**config.mk**
```make
export PLATFORM = sky130hd
export DESIGN_NAME = beacon_morse_keyer
export DESIGN_NICKNAME = d
export VERILOG_FILES = /design/src/shared/keyer_pkg.sv /design/src/hdl/beacon_morse_keyer.sv
export SDC_FILE = /design/constraint.sdc
export NUM_CORES = 1
export LEC_CHECK = 0
export BUFFER_PORTS_ARGS = -buffer_cell sky130_fd_sc_hd__buf_2
export CAP_MARGIN = 40
export CORE_UTILIZATION = 55
export CTS_CLUSTER_DIAMETER = 30
export DETAILED_ROUTE_END_ITERATION = 16
export HOLD_SLACK_MARGIN = 0.02
export PLACE_DENSITY = 0.86
export SETUP_SLACK_MARGIN = 0.02
export SLEW_MARGIN = 20
export SYNTH_ARGS = -nofsm -noshare
export SYNTH_HDL_FRONTEND = slang
export SYNTH_SLANG_ARGS = --single-unit
```
**constraint.sdc**
```tcl
create_clock -name mclk -period 5.9 [get_ports mclk]
set_input_delay 0.295 -clock mclk [delete_from_list [all_inputs] [get_ports mclk]]
set_output_delay 0.295 -clock mclk [all_outputs]
set_load 0.01 [all_outputs]
```
**src/shared/keyer_pkg.sv**
```systemverilog
// Purpose: constants and types shared by the beacon keyer
// Assumes: mclk at 250 MHz
// Notes:   one bit period is 125 ms, so a 64-bit frame lasts 8 s
package keyer_pkg;
   localparam int unsigned CLK_HZ         = 250_000_000;
   localparam int unsigned BIT_MS         = 125;
   localparam int unsigned BIT_CYCLES     = CLK_HZ / 1000 * BIT_MS;
   localparam int unsigned FRAME_BITS     = 64;
   localparam int unsigned FRAME_SLOTS    = 8;
   localparam int unsigned PROG_PAIRS     = 25;
   localparam int unsigned TONE_HI_HZ     = 1020;
   localparam int unsigned TONE_LO_HZ     = 400;
   localparam int unsigned TONE_HI_HALF   = CLK_HZ / (2 * TONE_HI_HZ);
   localparam int unsigned TONE_LO_HALF   = CLK_HZ / (2 * TONE_LO_HZ);
   localparam logic [1:0]  RST_SLOT       = 2'h0;

   // Selection of one bit pair, as wired by the installer
   typedef enum logic [1:0] {
      pair_dash,
      pair_open,
      pair_gap,
      pair_stretch
   } pair_sel_e;

   // Content of one frame slot
   typedef enum logic [1:0] {
      frame_ident,
      tone_frame,
      silent_frame
   } frame_sel_e;
endpackage

```
**src/hdl/beacon_morse_keyer.sv**
```systemverilog
// Purpose: Morse keyer for a radiobeacon, driving the keyed tone out
// Assumes: straps and selector inputs are static and synchronous to mclk
// Notes:   a pair input is a 2-bit code per pair_sel_e, frame inputs per frame_sel_e
`timescale 1ns/10ps
module beacon_morse_keyer
   import keyer_pkg::*;
#(
   parameter int unsigned BIT_LEN     = BIT_CYCLES,
   parameter int unsigned TONE_HI_LEN = TONE_HI_HALF,
   parameter int unsigned TONE_LO_LEN = TONE_LO_HALF
) (
   input  wire logic                  mclk,
   input  wire logic                  rst,
   input  wire logic [2*PROG_PAIRS-1:0] pair_sel,
   input  wire logic [2*FRAME_SLOTS-1:0] frame_sel,
   input  wire logic                  standby_one,
   input  wire logic                  tone_strap_b,
   input  wire logic                  tone_strap_c,
   input  wire logic                  source_strap,
   input  wire logic                  ext_tone,
   output logic                       keyed_tone,
   output logic                       key_on
);

   typedef enum logic [1:0] {
      st_frame,
      st_stretch
   } run_e;

   typedef struct packed {
      run_e        run;
      logic [31:0] bit_cnt;
      logic [5:0]  bit_pos;
      logic [2:0]  slot;
      logic [5:0]  stretch_left;
      logic [31:0] osc_cnt;
      logic        osc;
      logic        key;
      logic        out;
   } state_s;

   state_s cur_reg;
   state_s cur_next;

   // Tone value of one pattern bit: bit 0 fixed, bits 1..50 from pair codes
   function automatic logic pattern_bit(input logic [5:0] pos,
                                        input logic [2*PROG_PAIRS-1:0] sel);
      logic [5:0] idx;
      logic [1:0] code;
      idx  = 6'h00;
      code = 2'h0;
      if (pos == 6'h00) begin
         return 1'b1;
      end
      if (pos > 6'(2*PROG_PAIRS)) begin
         return 1'b0;
      end
      idx  = 6'((pos - 6'h01) >> 1);
      code = sel[2*idx +: 2];
      case (pair_sel_e'(code))
         pair_dash: return 1'b1;
         pair_open: return pos[0] == 1'b0;
         default:   return 1'b0;
      endcase
   endfunction

   function automatic logic pair_stretches(input logic [5:0] pos,
                                           input logic [2*PROG_PAIRS-1:0] sel);
      logic [5:0] idx;
      idx = 6'h00;
      if (pos == 6'h00 || pos > 6'(2*PROG_PAIRS)) begin
         return 1'b0;
      end
      idx = 6'((pos - 6'h01) >> 1);
      return pair_sel_e'(sel[2*idx +: 2]) == pair_stretch;
   endfunction

   logic       hi_tone;
   logic [1:0] slot_code;
   logic       mark;
   logic       bit_end;
   logic       tone_src;

   always_comb begin
      hi_tone   = tone_strap_b & tone_strap_c;
      slot_code = frame_sel[2*cur_reg.slot +: 2];
      bit_end   = cur_reg.bit_cnt == BIT_LEN - 1;
      case (frame_sel_e'(slot_code))
         tone_frame:   mark = 1'b1;
         silent_frame: mark = 1'b0;
         default:      mark = pattern_bit(cur_reg.bit_pos, pair_sel);
      endcase
      if (cur_reg.run == st_stretch) begin
         mark = 1'b0;
      end
      tone_src = source_strap ? cur_reg.osc : ext_tone;

      cur_next = cur_reg;
      cur_next.bit_cnt = bit_end ? 32'h0 : cur_reg.bit_cnt + 32'h1;
      // Internal tone oscillator
      if (cur_reg.osc_cnt >= (hi_tone ? TONE_HI_LEN : TONE_LO_LEN) - 1) begin
         cur_next.osc_cnt = 32'h0;
         cur_next.osc     = ~cur_reg.osc;
      end else begin
         cur_next.osc_cnt = cur_reg.osc_cnt + 32'h1;
      end
      case (cur_reg.run)
         st_frame: begin
            if (bit_end) begin
               cur_next.key = mark;
               if (standby_one && frame_sel_e'(slot_code) == frame_ident
                   && pair_stretches(cur_reg.bit_pos, pair_sel)) begin
                  cur_next.run          = st_stretch;
                  cur_next.stretch_left = 6'h02;
                  cur_next.key          = 1'b0;
               end else if (cur_reg.bit_pos == 6'(FRAME_BITS - 1)) begin
                  cur_next.bit_pos = 6'h00;
                  cur_next.slot    = cur_reg.slot + 3'h1;
               end else begin
                  cur_next.bit_pos = cur_reg.bit_pos + 6'h01;
               end
            end
         end
         st_stretch: begin
            if (bit_end) begin
               cur_next.key = 1'b0;
               if (cur_reg.stretch_left == 6'h01) begin
                  cur_next.run     = st_frame;
                  cur_next.bit_pos = cur_reg.bit_pos + 6'h01;
               end
               cur_next.stretch_left = cur_reg.stretch_left - 6'h01;
            end
         end
         default: cur_next.run = st_frame;
      endcase
      cur_next.out = cur_next.key & tone_src;
      if (rst) begin
         cur_next = '0;
      end
   end

   always_ff @(posedge mclk) begin
      cur_reg <= cur_next;
   end

   assign keyed_tone = cur_reg.out;
   assign key_on     = cur_reg.key;

   // Assertions
   // Code of the pair covering pattern bit pos, valid for bits 1..50
   function automatic logic [1:0] pair_code(input logic [5:0] pos,
                                            input logic [2*PROG_PAIRS-1:0] sel);
      logic [5:0] idx;
      idx = 6'((pos - 6'h01) >> 1);
      return sel[2*idx +: 2];
   endfunction

   logic in_prog;
   logic ident_bit;

   always_comb begin
      in_prog   = cur_reg.bit_pos != 6'h00 && cur_reg.bit_pos <= 6'(2*PROG_PAIRS);
      ident_bit = bit_end && cur_reg.run == st_frame
                  && frame_sel_e'(slot_code) != tone_frame
                  && frame_sel_e'(slot_code) != silent_frame;
   end
endmodule

```
# Word-level counts from Yosys, hierarchy flattened

Index checks and enable logic that the tools add are counted.

$add $sub $neg: 7
$lt $le $gt $ge: 2
Equality and inequality tests: 13
Shifts and indexed selects: 2
Muxes and demuxes: 39
Bitwise operators: 5
Reductions and logical operators: 15

Operators by type and width:

| kind                                                                 | count |
|---|---|
| 32-bit by 1-bit adder with 32-bit output, second input constant      | 2 |
| 50-bit by 7-bit indexed part select with 2-bit output                | 1 |
| 32-bit by 25-bit == test with 1-bit output, second input constant    | 1 |
| 32-bit greater-or-equal comparator                                   | 1 |
| 6-bit two-way mux                                                    | 5 |
| 6-bit case mux with 2 select lines                                   | 2 |
| 1-bit two-way mux                                                    | 20 |
| 19-bit by 1-bit subtractor with 20-bit output, second input constant | 1 |
| 19-bit two-way mux                                                   | 1 |
| 16-bit by 5-bit indexed part select with 2-bit output                | 1 |
| 15-bit two-way mux                                                   | 1 |
| 4-bit AND reduction                                                  | 3 |
| 6-bit by 1-bit subtractor with 6-bit output, second input constant   | 2 |
| 9-bit two-way mux                                                    | 1 |
| 2-bit two-way mux                                                    | 4 |
| 2-bit inequality test, second input constant                         | 4 |
| 6-bit by 1-bit adder with 6-bit output, second input constant        | 1 |
| 2-bit by 1-bit == test with 1-bit output, second input constant      | 3 |
| 6-bit by 1-bit == test with 1-bit output, second input constant      | 1 |
| 6-bit == test, second input constant                                 | 1 |
| 6-bit greater-than comparator, second input constant                 | 1 |
| 2-bit zero test                                                      | 3 |
| 6-bit zero test                                                      | 1 |
| 1-bit case mux with 2 select lines                                   | 3 |
| other kinds (12)                                                     | 19 |

Register bits: 84
Bits of input ports: 73
Output and inout port bits: 2
Logic and storage cells: 92

# Depth between registers and ports, before layout

Depth after elaboration: 13
Gate-level depth with buffers: 13
Mapped depth without buffers: 10

# Worst setup path before layout

Ideal clock, no wire load.

Path type: register to register
Start point: reg cur_reg[45] in the netlist's numbering
End point: reg cur_reg[47] in the netlist's numbering
Setup time: 0.123 ns
Data arrival time: 2.964 ns
Required time: 5.777 ns
Path slack: 2.813 ns
Cell stages (with the launch flop): 13
Buffers on the path: 2
Period minus slack after synthesis: 3.087 ns
Cell sequence: dfxtp_1 clkbuf_1 inv_1 ha_1 xor2_4 buf_6 mux4_2 a22oi_1 o211ai_1 o21a_2 a31oi_2 and4_1 mux2_1

Word-level cells in the longest chain between the ends: 11
Elaborated cells between the ends (all ways): 23
Those cells by class: add/sub (2); order compare (1); eq/ne (3); shift (1); mux (12); reduce/logical (4)

RTL lines:

| what                                                                                                 | RTL line                  | text |
|---|---|---|
| start, declared                                                                                      | beacon_morse_keyer.sv:42  | `state_s cur_reg;` |
| start signal, assigned                                                                               | beacon_morse_keyer.sv:143 | `cur_reg <= cur_next;` |
| parallel branches: the longest is 11 deep, another holds 6-bit by 1-bit subtractor with 6-bit output | -                         |  |

Parallel ways; which one is timed is not known. The select of a mux whose other input is x is not followed.
A chain may end at the register's enable or synchronous reset.

# Worst setup path in the final report

Start point: reg cur_reg[44] in the netlist's numbering
End point: reg cur_reg[47] in the netlist's numbering

Same word-level chain as after synthesis.

==> results.py <==
metrics = {
    "timing": {
        "period_share_pct": 63.7,
        "final-hold-violation-count": 0,
        "timing_worst_slew_pin_value_ns": 0.758,
        "max_clock_freq_ghz": 0.266,
        "grt_setup_unrepaired": "false",
        "timing.max_slew.rel_slack_pct": 49.4,
        "clock_skew_ns": 0.0133,
        "finalSetupViolCount": 0,
        "setup-tns-final_ns": 0,
        "final.min_clock_period_ns": 3.76,
        "timing_max_transition_violations_final": 0,
    },
    "pwr": {
        "leakage_nw": 2.07,
        "ir_worst_vdd_v": 0.000175,
        "fin_total_pwr_mw": 1.02,
        "power_density_nw_per_um2": 193,
    },
    "finish": {
        "finalNetCount": 685,
        "layout.cells.non_filler": 703,
        "design_area_sq_um": 5270,
        "flow.area_growth_from_synthesis_pct": 13.7,
        "max_reg_flops": 81,
        "antennaDiodeCount": 0,
        "drive_gt1_share_pct": 19.4,
    },
    "run": {
        "drv.max_cap_violation_count": 0,
    },
    "place": {
        "placed_area_sq_um": 5090,
        "io_buffers": 74,
        "gp_congestion": 0.896,
        "numPlacedInstances": 688,
        "hpwlAfterDp_um": 7570,
    },
    "yosys": {
        "syn_area_sq_um": 4640,
        "proportion_of_synthesized_flip_flops_having_asynchronous_set_or_reset_pct": 0,
        "synth.largest_area_cell": "sky130_fd_sc_hd__dfxtp_1",
        "netlist_top_cells_area": "sky130_fd_sc_hd__dfxtp_1 36%, sky130_fd_sc_hd__nor2_1 6.6%, sky130_fd_sc_hd__mux4_2 5.3%",
        "postSynthCellCount": 519,
        "synth_cell_types": 61,
        "synth-main-ff-cell": "sky130_fd_sc_hd__dfxtp_1",
        "netlist.area_leader.share_pct": 35.8,
        "synth_edf_count": 0,
        "synth_sequential_area_ratio_pct": 35.8,
        "ys.warnings.count": 0,
        "ys_seq_elements": 83,
        "syn-mean-instance-area_sq_um": 8.93,
    },
    "floorplan": {
        "initial_core_util_pct": 56.7,
        "placement_rows": 33,
        "fp.dieW_um": 93.8,
        "die_area_sq_um": 8800,
        "top_level_ports": 75,
        "die-height_um": 93.8,
        "fp.coreArea_sq_um": 8180,
    },
    "clocking": {
        "max-clock-path-buffers": 2,
        "worstSkewPairLatency_ns": 0.36,
        "master_cell_of_the_clock_root_buffer": "sky130_fd_sc_hd__clkbuf_8",
        "cts.repair_timing.setup_buffer_count": 0,
        "cts_tree": "built",
        "clk_pin_slew_worst_paths_ns": 0.08,
        "cts_bufs_inserted": 9,
        "post_cts_resize_count": 0,
        "clkSinkCount": 83,
        "cts_htree_levels": 3,
        "hold_bufs_at_cts": 0,
    },
    "min_path": {
        "hold_end": "keyed_tone$_SDFF_PP0_",
        "holdCritStartpoint": "ext_tone",
        "hold_path_cells": 3,
        "kind_of_path_behind_the_tightest_hold_check": "in2reg",
    },
    "route": {
        "drt-vias-per-instance": 5.79,
        "avg_wl_per_cell_um": 14.4,
        "finalWirelength_um": 10100,
        "detailroute.via_count": 4072,
        "drt-initial-drc-count": 302,
        "detailedRoute.firstPassIterationCount": 4,
        "number_of_remaining_drc_errors": 0,
        "antenna_left": 0,
    },
    "global_route": {
        "globalRouteOverflowTotal": 0,
        "antenna_found_initial": 0,
        "grt_first_pass_wirelength_um": 17600,
        "first_global_vias": 4058,
        "global_route.usage.total_pct": 25.2,
        "maximum_number_of_pins_on_one_net_before_global_route_repair": 25,
    },
    "worst_setup_path": {
        "critical_path.cell_chain": "inv_1, ha_1, xor2_4, mux4_1, a22oi_1, nand2_1, o21a_2, a31oi_2, and4_1, mux2_1",
        "critical_path.startpoint_type": "flop",
        "r2r_start": "cur_reg[44]$_SDFFE_PP0P_",
        "critical_path.slowest_cell": "sky130_fd_sc_hd__mux4_1",
        "worst-path-max-fanout": 12,
        "reg2reg_depth": 10,
        "cp.required_ns": 6.15,
        "worstSetupPathType": "reg2reg",
        "endpoint_kind_of_the_worst_setup_timing_path": "flop",
        "crit_arrival_ns": 4.01,
        "r2r_slack_ns": 2.14,
        "critical_path.reg2reg.endpoint": "cur_reg[47]$_SDFFE_PP0P_",
        "crit_path_max_incr_delay_ns": 0.60,
    },
    "outcome": {
        "status": "finished, final reports clean",
    },
}
-- per-layer routing --
metal	vias to the layer above	wire, um	share of wire, %	track usage (%)
li1	1995	-	-	-
met1	1960	4250	42	28.5
met2	96	5170	51	44.9
met3	21	463	4.6	6.72
met4	0	214	2.1	10.0
met5	-	0	0	0
-- cells in the final DEF, fill, tap and decap left out, types with 6 or more instances in the layout --
master	n
sky130_fd_sc_hd__conb_1	12
sky130_fd_sc_hd__dfxtp_1	83
sky130_fd_sc_hd__and3_1	13
sky130_fd_sc_hd__a21oi_1	10
sky130_fd_sc_hd__ha_1	18
sky130_fd_sc_hd__nand4_1	16
sky130_fd_sc_hd__nand3_1	28
sky130_fd_sc_hd__or3_1	9
sky130_fd_sc_hd__nor3_1	9
sky130_fd_sc_hd__buf_2	74
sky130_fd_sc_hd__nor2_1	82
sky130_fd_sc_hd__inv_1	20
sky130_fd_sc_hd__a31o_2	8
sky130_fd_sc_hd__nand2_1	35
sky130_fd_sc_hd__nor4b_1	6
sky130_fd_sc_hd__nor4_1	7
sky130_fd_sc_hd__clkbuf_8	9
sky130_fd_sc_hd__o21ai_0	17
sky130_fd_sc_hd__xnor2_1	22
sky130_fd_sc_hd__mux2i_1	10
sky130_fd_sc_hd__xor2_1	26
sky130_fd_sc_hd__mux4_2	11
-- layout make-up --
class | count | area [sq um]
clock buffers | 11 | 131
inverters | 20 | 75.1
flip-flops and latches | 83 | 1660
fillers | 696 | 2900
well taps | 105 | 131
repair buffers | 75 | 385
clock inverters | 4 | 51.3
multi-input cells | 405 | 2840
-- synth_stat cells, types with 4 or more instances --
| cell type | n |
|---|---|
| sky130_fd_sc_hd__dfxtp_1 | 83 |
| sky130_fd_sc_hd__nor2_1 | 82 |
| sky130_fd_sc_hd__nand2_1 | 35 |
| sky130_fd_sc_hd__nand3_1 | 28 |
| sky130_fd_sc_hd__xor2_1 | 26 |
| sky130_fd_sc_hd__xnor2_1 | 22 |
| sky130_fd_sc_hd__inv_1 | 20 |
| sky130_fd_sc_hd__ha_1 | 18 |
| sky130_fd_sc_hd__o21ai_0 | 17 |
| sky130_fd_sc_hd__nand4_1 | 16 |
| sky130_fd_sc_hd__clkbuf_1 | 14 |
| sky130_fd_sc_hd__and3_1 | 13 |
| sky130_fd_sc_hd__mux4_2 | 11 |
| sky130_fd_sc_hd__a21oi_1 | 10 |
| sky130_fd_sc_hd__mux2i_1 | 10 |
| sky130_fd_sc_hd__nor3_1 | 9 |
| sky130_fd_sc_hd__or3_1 | 9 |
| sky130_fd_sc_hd__a31o_2 | 8 |
| sky130_fd_sc_hd__nor4_1 | 7 |
| sky130_fd_sc_hd__buf_2 | 6 |
| sky130_fd_sc_hd__nor4b_1 | 6 |
| sky130_fd_sc_hd__a211o_1 | 4 |
| sky130_fd_sc_hd__mux4_1 | 4 |
| sky130_fd_sc_hd__nor2b_1 | 4 |
-- cell families after synthesis --
kind of cell	after synthesis	synth area share (%)
other cells	1	0.0809
flops	83	35.8
buf+inv	42	3.89
xor+xnor	49	9.66
mux	27	10.3
fa+ha+maj	18	4.86
simple gates	231	25.0
compound gates	68	10.4
-- how the worst max path moves through the flow --
stage               cells after the start                        to  slack, ns                     start
global route                           10  cur_reg[49]$_SDFFE_PP0P_       1.97  cur_reg[44]$_SDFFE_PP0P_
global placement                       10  cur_reg[47]$_SDFFE_PP0P_       2.34  cur_reg[44]$_SDFFE_PP0P_
finish                                 10  cur_reg[47]$_SDFFE_PP0P_       2.14  cur_reg[44]$_SDFFE_PP0P_
floorplan                              12  cur_reg[47]$_SDFFE_PP0P_       2.81  cur_reg[45]$_SDFFE_PP0P_
CTS                                    10  cur_reg[47]$_SDFFE_PP0P_       2.17  cur_reg[44]$_SDFFE_PP0P_
detailed placement                     10  cur_reg[47]$_SDFFE_PP0P_       2.20  cur_reg[44]$_SDFFE_PP0P_
-- power by group --
group / switching (mW) / internal (mW)
registers: 0.00321 / 0.566
clock network: 0.196 / 0.194
logic: 0.0241 / 0.0327
total: 0.224 / 0.793
-- critical path: cells and delay by family (launching register included) --
kind	cells	cell delay, ns
buf+inv	1	0.13
flops	1	0.54
compound gates	3	0.86
mux	2	0.92
simple gates	2	0.33
fa+ha+maj	1	0.40
xor+xnor	1	0.45
-- through the flow --
stage | worst slack (ns) | util [%] | hold slack [ns]
after floorplan | 2.81 | - | 0.430
after global placement | 2.34 | 62.1 | 0.442
after detailed placement | 2.20 | 62.3 | 0.455
after CTS | 2.17 | 64.5 | 0.248
after global routing | 1.97 | 64.5 | 0.257
final | 2.14 | 64.5 | 0.242
Power figures use the tool's default switching activity.
